## config.mk

```make
export PLATFORM = sky130hd
export DESIGN_NAME = rtcsa_top
export DESIGN_NICKNAME = d
export VERILOG_FILES = /design/src/core/rtcsa_pkg.sv /design/src/core/rtcsa_top.sv /design/src/core/rtcsa_trim_dec.sv
export SDC_FILE = /design/constraint.sdc
export NUM_CORES = 1
export LEC_CHECK = 0
export ABC_AREA = 1
export BUFFER_PORTS_ARGS = -buffer_cell sky130_fd_sc_hd__buf_2
export CAP_MARGIN = 20
export CORE_MARGIN = 5
export CORE_UTILIZATION = 42
export CTS_CLUSTER_DIAMETER = 40
export DETAILED_ROUTE_END_ITERATION = 8
export HOLD_SLACK_MARGIN = 0.15
export PLACE_DENSITY_LB_ADDON = 0.25
export SKIP_CTS_REPAIR_TIMING = 1
export SYNTH_ARGS = -nofsm -noshare
export SYNTH_HDL_FRONTEND = slang
export SYNTH_SLANG_ARGS = --single-unit
```

## constraint.sdc

```tcl
create_clock -name clk_sys -period 1 [get_ports clk_sys]
set_input_delay 0.05 -clock clk_sys [delete_from_list [all_inputs] [get_ports clk_sys]]
set_output_delay 0.05 -clock clk_sys [all_outputs]
set_load 0.01 [all_outputs]
```

## src/core/rtcsa_pkg.sv

```systemverilog
package rtcsa_pkg;

    // ==========================================================
    // Seconds alarm compare register layout
    localparam int unsigned SCA_WIDTH     = 8;
    localparam int unsigned SCA_EN_BIT    = 7;
    localparam int unsigned SCA_VAL_MSB   = 6;
    localparam int unsigned SCA_TENS_MSB  = 6;
    localparam int unsigned SCA_TENS_LSB  = 4;
    localparam int unsigned SCA_UNITS_MSB = 3;
    localparam logic [7:0]  SCA_RESET     = 8'h00;

    // ==========================================================
    // Clock trim field
    localparam int unsigned TRIM_WIDTH = 3;
    localparam logic [2:0]  TRIM_RESET = 3'h0;
    localparam logic [2:0]  TRIM_P20   = 3'h1;
    localparam logic [2:0]  TRIM_P40   = 3'h2;
    localparam logic [2:0]  TRIM_P60   = 3'h3;
    localparam logic [2:0]  TRIM_ZERO  = 3'h4;
    localparam logic [2:0]  TRIM_M20   = 3'h5;
    localparam logic [2:0]  TRIM_M40   = 3'h6;
    localparam logic [2:0]  TRIM_M60   = 3'h7;

    // Correction in ppm, two's complement
    localparam logic signed [7:0] PPM_P20  = 8'sh14;
    localparam logic signed [7:0] PPM_P40  = 8'sh28;
    localparam logic signed [7:0] PPM_P60  = 8'sh3c;
    localparam logic signed [7:0] PPM_ZERO = 8'sh00;
    localparam logic signed [7:0] PPM_M20  = -8'sh14;
    localparam logic signed [7:0] PPM_M40  = -8'sh28;
    localparam logic signed [7:0] PPM_M60  = -8'sh3c;

    // ==========================================================
    // Register write port from the device register interface
    typedef struct packed {
        logic       wr_sca;
        logic       wr_trim;
        logic [7:0] wdata;
    } rtcsa_regwr_s;

endpackage

```

## src/core/rtcsa_top.sv

```systemverilog
`timescale 1ns/1ps
module rtcsa_top (
    input  wire logic                             clk_sys,
    input  wire logic                             rst_n,
    input  wire rtcsa_pkg::rtcsa_regwr_s          reg_wr,
    input  wire logic [6:0]                       sec_count,
    input  wire logic                             sec_tick,
    input  wire logic                             other_match,
    input  wire logic                             other_any_en,
    output logic [7:0]                            sca_rdata,
    output logic [rtcsa_pkg::TRIM_WIDTH-1:0]      trim_rdata,
    output logic signed [7:0]                     trim_ppm,
    output logic                                  alarm_match
);
    import rtcsa_pkg::*;

    // ==========================================================
    // Register state
    logic [7:0]            sca_q;
    logic [7:0]            sca_d;
    logic [TRIM_WIDTH-1:0] trim_q;
    logic [TRIM_WIDTH-1:0] trim_d;
    logic signed [7:0]     ppm_q;
    logic signed [7:0]     ppm_d;
    logic signed [7:0]     ppm_dec;
    logic                  match_q;
    logic                  match_d;

    // Alarm field views
    logic                  alarm_seconds_enable;
    logic [6:0]            alarm_seconds_value;
    logic                  tens_eq;
    logic                  units_eq;
    logic                  sec_ok;

    // ==========================================================
    // Trim decoder
    rtcsa_trim_dec u_dec (
        .code (trim_q),
        .ppm  (ppm_dec)
    );

    // Register writes; value stored as written, readback unchanged
    always_comb begin
        sca_d  = sca_q;
        trim_d = trim_q;
        if (reg_wr.wr_sca) begin
            sca_d = reg_wr.wdata;
        end
        if (reg_wr.wr_trim) begin
            trim_d = reg_wr.wdata[TRIM_WIDTH-1:0];
        end
        ppm_d = ppm_dec;
    end

    always_ff @(posedge clk_sys or negedge rst_n) begin
        if (!rst_n) begin
            sca_q  <= SCA_RESET;
            trim_q <= TRIM_RESET;
            ppm_q  <= PPM_ZERO;
        end else begin
            sca_q  <= sca_d;
            trim_q <= trim_d;
            ppm_q  <= ppm_d;
        end
    end

    // ==========================================================
    // Seconds compare, digit by digit
    assign alarm_seconds_enable = sca_q[SCA_EN_BIT];
    assign alarm_seconds_value  = sca_q[SCA_VAL_MSB:0];
    assign tens_eq  = (alarm_seconds_value[SCA_TENS_MSB:SCA_TENS_LSB]
                       == sec_count[SCA_TENS_MSB:SCA_TENS_LSB]);
    assign units_eq = (alarm_seconds_value[SCA_UNITS_MSB:0]
                       == sec_count[SCA_UNITS_MSB:0]);
    // Disabled byte counts as matching
    assign sec_ok   = !alarm_seconds_enable || (tens_eq && units_eq);

    // Match is a one-cycle pulse on the seconds update only
    always_comb begin
        match_d = 1'b0;
        if (sec_tick && other_match && sec_ok) begin
            // At least one alarm field must be enabled to fire
            match_d = alarm_seconds_enable || other_any_en;
        end
    end

    always_ff @(posedge clk_sys or negedge rst_n) begin
        if (!rst_n) begin
            match_q <= 1'b0;
        end else begin
            match_q <= match_d;
        end
    end

    // Outputs straight from flops
    assign sca_rdata   = sca_q;
    assign trim_rdata  = trim_q;
    assign trim_ppm    = ppm_q;
    assign alarm_match = match_q;
endmodule

```

## src/core/rtcsa_trim_dec.sv

```systemverilog
`timescale 1ns/1ps
module rtcsa_trim_dec (
    input  wire logic [rtcsa_pkg::TRIM_WIDTH-1:0] code,
    output logic signed [7:0]                     ppm
);
    import rtcsa_pkg::*;

    // ==========================================================
    // Trim code to signed ppm correction; 000 treated as no correction
    always_comb begin
        case (code)
            TRIM_P20: ppm = PPM_P20;
            TRIM_P40: ppm = PPM_P40;
            TRIM_P60: ppm = PPM_P60;
            TRIM_M20: ppm = PPM_M20;
            TRIM_M40: ppm = PPM_M40;
            TRIM_M60: ppm = PPM_M60;
            default:  ppm = PPM_ZERO;
        endcase
    end
endmodule

```

==> results of run 1 <==
worst paths after layout:
kind	to	slack (ns)	cells past startpoint
worst min register to register	trim_ppm[2]	0.46	0
max in group asynchronous	sca_rdata[3]	0.51	2
min in group asynchronous	sca_rdata[5]	0.22	2
worst max register to register	alarm_match	-0.0006	7
worst min-delay path	alarm_match	0.17	6
worst max-delay path	alarm_match	-0.0006	7
report_power, final:
| group | leakage, nW | internal [mW] | switching [mW] |
|---|---|---|---|
| clock | 0.0150 | 0.155 | 0.198 |
| sequential | 0.208 | 0.754 | 0.0460 |
| combinational | 0.421 | 0.181 | 0.187 |
synth_stat cells (all sizes together):
cell / n
nand2: 31
o21ai: 10
buf: 4
a21oi: 2
clkbuf: 1
nor2: 3
o211ai: 1
xor2: 1
nand3: 1
xnor2: 1
conb: 1
inv: 14
dfrtp: 17
mux2: 3
metal layers:
metal	vias up	routed length, um	part of all wire, %
met4	0	10	0.50
met1	358	785	39
met3	2	97	4.9
met5	-	0	0
li1	384	-	-
met2	26	1100	55
registers in the layout, summed over array words and instances, names as in the netlist:
signal,count
trim_ppm,5
trim_rdata,3
sca_rdata,8
alarm_match,1
area by class of cell:
class / instances / share of cell area, %
multi-input cells: 55 / 22.8
repair buffers: 56 / 31.2
well taps: 25 / 2.69
inverters: 14 / 4.52
clock buffers: 4 / 2.26
flip-flops and latches: 17 / 36.6
cell families after synthesis:
group | after synthesis
xor gates and xnor gates | 2
other | 1
muxes | 3
AOI/OAI and AO/OA | 13
DFF | 17
and+or+nand+nor | 35
buffers and inverters | 19
critical path, delay by kind of cell, from the launching register on:
kind | cells | cell delay (ns)
AO/OA/AOI/OAI | 1 | 0.12
buffers and inverters | 1 | 0.08
flip-flops | 1 | 0.41
AND/OR/NAND/NOR | 5 | 0.32
layout by cell type, fill, tap and decap left out:
master         count
buf_2             39
buf_4              1
inv_1             11
xnor2_1            1
dlygate4sd3_1     16
nand2_2            1
clkbuf_4           3
nand2_1           30
o21ai_0            3
o21ai_1            7
nor2_1             3
mux2_2             3
nand3_1            1
conb_1             2
dfrtp_1           17
clkbuf_1           1
inv_2              3
a21oi_2            1
a21oi_1            1
xor2_1             1
o211ai_1           1
per-stage QoR:
step	instances	cell area (um2)	utilization, %
after floorplan	91	772	-
after global placement	150	967	56.0
after detailed placement	150	967	56.0
after CTS	154	993	57.5
after global routing	171	1160	67.4
final	171	1160	67.4
==> summary.txt, run 1 <==
Detailed routing
  – Initial DRC count: 12
  – Drt first pass iters: 4
  – Final wirelength: 2000 um
  – DR vias: 770
  – Antenna viol nets, final: 0
  – Drt drc: 0
  – Drt via density: 4.50
  – Drt wl/cell: 11.7 um

Placed design
  – Place WS: 0.0442 ns
  – Port buffer count: 39
  – DPL Wire Length: 1380 um
  – GPL Wtd Cong: 0.731

Floorplanning
  – Io pins: 42
  – Rows: 15
  – Die Ht: 52.8 um
  – Initial core utilization: 44.5%
  – Die W: 52.8 um
  – Die area: 0.00278 mm2
  – Core Area: 0.00173 mm2

Synthesis
  – Leading area contributor after synthesis: dfrtp_1
  – Complex-gate fraction of the synthesized area: 9.28%
  – YS warnings: 0
  – Xor/xnor share of the synthesized area: 2.28%
  – Post-Syn Area: 768 um2
  – Top post-synthesis cells by area: dfrtp_1, nand2_1, inv_1
  – Post-Synth Simple-Gate Area: 17.3%
  – Mux cell area share after synthesis: 4.40%
  – Cells after synthesis: 90
  – Post-Synth Adder-Cell Area: 0%
  – Number of synthesized register bits: 17
  – Avg Inst Size Synth: 8.54 um2
  – Post-synthesis sequential area ratio: 55.4%
  – Largest family of logic cells by synthesized area: simple AND/OR/NAND/NOR gates
  – Yosys top cell area share: 55.4%
  – Unique cell type count in the Yosys netlist: 18

Global routing
  – Routing usage on met3: 3.42%
  – Largest net degree at the start of global routing: 18
  – Antenna violations before repair: 0
  – Gr usage total: 13.4%
  – Global-route wire length before repair: 2660 um
  – GR peak layer: met2
  – Met1 Use GR: 14.9%
  – Total gr overflow: 0
  – Routing usage on met2: 24.0%
  – Vias in the first global route: 639

Power and ir drop
  – Leakage power: 0.644 nW
  – VDD IR-drop max: 838 uV
  – Total Power: 1.52 mW
  – Pwr per Cell Area: 1310 mW/mm2

Finish
  – Filler cells: 162
  – Nets: 169
  – Share of layout cells above drive strength 1: 34.9%
  – Multi-input logic area: 265 um2
  – Storage cell area: 425 um2
  – Area growth syn-to-layout: 51.5%
  – Antenna cells: 0

Critical path
  – Crit-path slowest cell: dfrtp_1
  – Critical path arrival: 1.22 ns
  – Worst flop-to-flop path startpoint: sca_rdata[4]
  – Crit path max fanout: 3
  – Cell mode on critical path: nand2_1
  – Worst EP required: 1.22 ns
  – Max incr delay on CP: 0.41 ns
  – Crit. Startpoint: sca_rdata[4]
  – Startpoint Class: register
  – CP Capture Type: register
  – Crit path cell chain: inv_2 -> nand2_2 -> nand2_1 -> nand2_1 -> nor2_1 -> nand2_1 -> a21oi_2
  – Setup CP Type: register to register

STA
  – Hold WS: 0.172 ns
  – FMAX: 999 MHz
  – # setup viols final: 1
  – Setup TNS: -0.000572 ns
  – Skew final: 0.00269 ns
  – Final hold violation count: 0
  – Period minus WS final: 1.00 ns
  – Final period util: 100%
  – Final worst slack: -0.000572 ns
  – RSZ-0062 raised after global routing: yes
  – Slew Limit Fails: 0

Min path
  – Hold Startpoint: sec_count[3]
  – Hold WC Path Type: input pin to register

Clocking
  – H-tree depth: 1
  – TritonCTS Buffers: 3
  – Clk_lat worst skew: 0.28 ns
  – Clk slew on worst S/H paths: 0.09 ns
  – Clk buf depth: 2
  – Root cell of the clock tree: clkbuf_4
  – CTS tree: yes
  – Clock Sinks: 17

Status
  – Failing checks: setup timing
  – Status: finished, violations left

Flow run
  – Max-cap violation count: 0
Note: power is estimated with default switching activity, not from simulation.
==> run 2: changes to the inputs <==
Settings changed: PLACE_DENSITY set to 0.76, PLACE_DENSITY_LB_ADDON 0.25 to unset.
==> run 2 against run 1 <==
- the run now ends clean
- largest cell class unchanged
- maximum frequency increased by 5.8%
- routed wire length decreased by 2.6%
- highest routed layer is now met3
- largest power group unchanged
- non-clock buffer count increased by 1
- die area unchanged
- worst hold slack got worse by 0.074 ns
- count of clock-buffer cells in the layout decreased by 1
- clock skew increased by 0.0064 ns
- register-to-register slack improved by 0.06 ns
- critical path depth unchanged
- critical endpoint unchanged
==> summary.txt, run 2 (synthesized netlist as in run 1, its figures left out) <==
Global routing
  – Vias in the first global route: 632 (-1.1%)
  – Antenna violations before repair: 0 (unchanged)
  – Global-route wire length before repair: 2570 um (-3.1%)
  – Largest net degree at the start of global routing: 18 (unchanged)
  – Total gr overflow: 0 (unchanged)
  – Gr usage total: 12.4% (-0.92 points)

Min path
  – WHS Endpoint: sca_rdata[5]
  – Hold Path Cell Cnt: 2 (-4)
  – Hold WC Path Type: input pin to register
  – Hold Startpoint: reg_wr[9]

STA
  – # setup viols final: 0 (-1)
  – Period minus WS final: 0.946 ns (-0.0550 ns)
  – Slew Limit Fails: 0 (unchanged)
  – Hold WS: 0.0979 ns (-0.0740 ns)
  – Final period util: 94.6% (-5.5 points)
  – Setup TNS: 0 ns (+0.000572 ns)
  – Final hold violation count: 0 (unchanged)
  – Final worst slack: 0.0544 ns (+0.0550 ns)
  – RSZ-0062 raised after global routing: yes
  – FMAX: 1060 MHz (+5.8%)
  – Skew final: 0.00913 ns (+0.00644 ns)

Finish
  – Filler cells: 143 (-12%)
  – Share of layout cells above drive strength 1: 38.1% (+3.2 points)
  – Most frequent cells in the layout: buf_2, nand2_1, dlygate4sd3_1
  – Post-route insts no fill: 172 (+0.58%)
  – Nets: 170 (+0.59%)
  – Area growth syn-to-layout: 54.4%
  – Antenna cells: 0 (unchanged)
  – Most common cell after layout, fill and taps aside: buf_2
  – Finished Core Util: 68.7% (+1.3 points)
  – Max FFs per register: 8 (unchanged)

Status
  – Status: completed

Floorplanning
  – Die area: 0.00278 mm2 (unchanged)
  – Io pins: 42 (unchanged)
  – Die Ht: 52.8 um (unchanged)
  – Core Area: 0.00173 mm2 (unchanged)
  – Initial core utilization: 44.5% (unchanged)
  – Rows: 15 (unchanged)
  – Die W: 52.8 um (unchanged)

Detailed routing
  – Drt wl/cell: 11.3 um (-3.2%)
  – DR vias: 764 (-0.78%)
  – Initial DRC count: 3 (-9)
  – Antenna viol nets, final: 0 (unchanged)
  – Drt via density: 4.44 (-1.4%)
  – Final wirelength: 1950 um (-2.6%)
  – Drt first pass iters: 4 (unchanged)
  – Drt drc: 0 (unchanged)

Clocking
  – CTS tree: yes
  – Clock Sinks: 17 (unchanged)
  – TritonCTS Buffers: 3 (unchanged)
  – Clk_lat worst skew: 0.29 ns (about the same)
  – Root cell of the clock tree: clkbuf_4
  – Clk slew on worst S/H paths: 0.10 ns (about the same)
  – Clk buf depth: 2 (unchanged)
  – H-tree depth: 1 (unchanged)

Power and ir drop
  – Pwr per Cell Area: 1290 mW/mm2 (-0.92%)
  – Leakage power: 0.649 nW (+0.71%)
  – VDD IR-drop max: 987 uV (+18%)

Placed design
  – DP Cell Count: 150 (unchanged)
  – DPL Wire Length: 1310 um (-4.8%)
  – Port buffer count: 39 (unchanged)
  – Place WS: 0.0338 ns (-0.0104 ns)
  – GPL Wtd Cong: 0.708 (-3.1%)

Critical path
  – Critical path arrival: 1.17 ns (-0.05 ns)
  – Max incr delay on CP: 0.53 ns (+0.12 ns)
  – CP bufs+invs: 2 (+1)
  – Crit path cell chain: dlygate4sd3_1 -> buf_2 -> xnor2_1 -> nand2_1 -> nor2_1 -> nand2_1 -> a21oi_2
  – Crit path max fanout: 1 (-2)
  – Top cell family by delay on the critical path: buffers and inverters
  – Cell mode on critical path: nand2_1
  – Flop2flop setup slack: 0.06 ns (+0.06 ns)
  – Startpoint Class: input pin
  – Crit-path slowest cell: dlygate4sd3_1
  – Worst EP required: 1.23 ns (about the same)
  – Setup CP Type: input pin to register
  – RR Endpoint: alarm_match
  – CP Capture Type: register
  – Worst flop-to-flop path startpoint: sca_rdata[4]
  – R2R cell count: 7 (unchanged)

Flow run
  – Max-cap violation count: 0 (unchanged)
[run 2: worst reg2reg max path, cell delays in order, from the launching register on]
cell and delay, ns:
dfrtp_1 0.41, inv_2 0.06, nand2_1 0.05, nand2_1 0.06
nand2_1 0.05, nor2_1 0.09, nand2_1 0.06, a21oi_2 0.11
[run 2: worst max-delay path by stage]
stage / from / endpoint / depth (start not counted)
6_report: sec_count[3] / alarm_match / 7
5_1_grt: sca_rdata[4] / alarm_match / 7
4_1_cts: sca_rdata[1] / alarm_match / 7
3_5_place_dp: sca_rdata[1] / alarm_match / 7
3_3_place_gp: sca_rdata[1] / alarm_match / 7
2_1_floorplan: sca_rdata[4] / alarm_match / 7
[run 2: per-layer routing]
metal / track usage (%) / wire length, um
met4: 3.83 / 0
met1: 15.0 / 847
met5: 0 / 0
met2: 21.3 / 963
met3: 3.42 / 135
[run 2: power by group]
group          switching [mW]  total, mW  leakage (nW)  internal [mW]
clock network           0.211      0.359        0.0177          0.148
logic                   0.191      0.374         0.424          0.184
registers              0.0462      0.801         0.207          0.755
[run 2: stage by stage]
stage	total power [mW]	instance area [um2]
2_1_floorplan	0.979	772
3_3_place_gp	1.12	967
3_5_place_dp	1.12	967
4_1_cts	1.48	995
5_1_grt	1.65	1190
6_report	1.54	1190
[run 2: area by class of cell]
class,instances,area [um2],area share (%)
Sequential cell,17,427,36.0
Timing Repair Buffer,57,375,31.6
Multi-Input combinational cell,55,273,23.0
Inverter,14,52.6,4.43
Tap cell,25,31.3,2.64
Clock buffer,3,22.5,1.90
Clock inverter,1,5.00,0.422
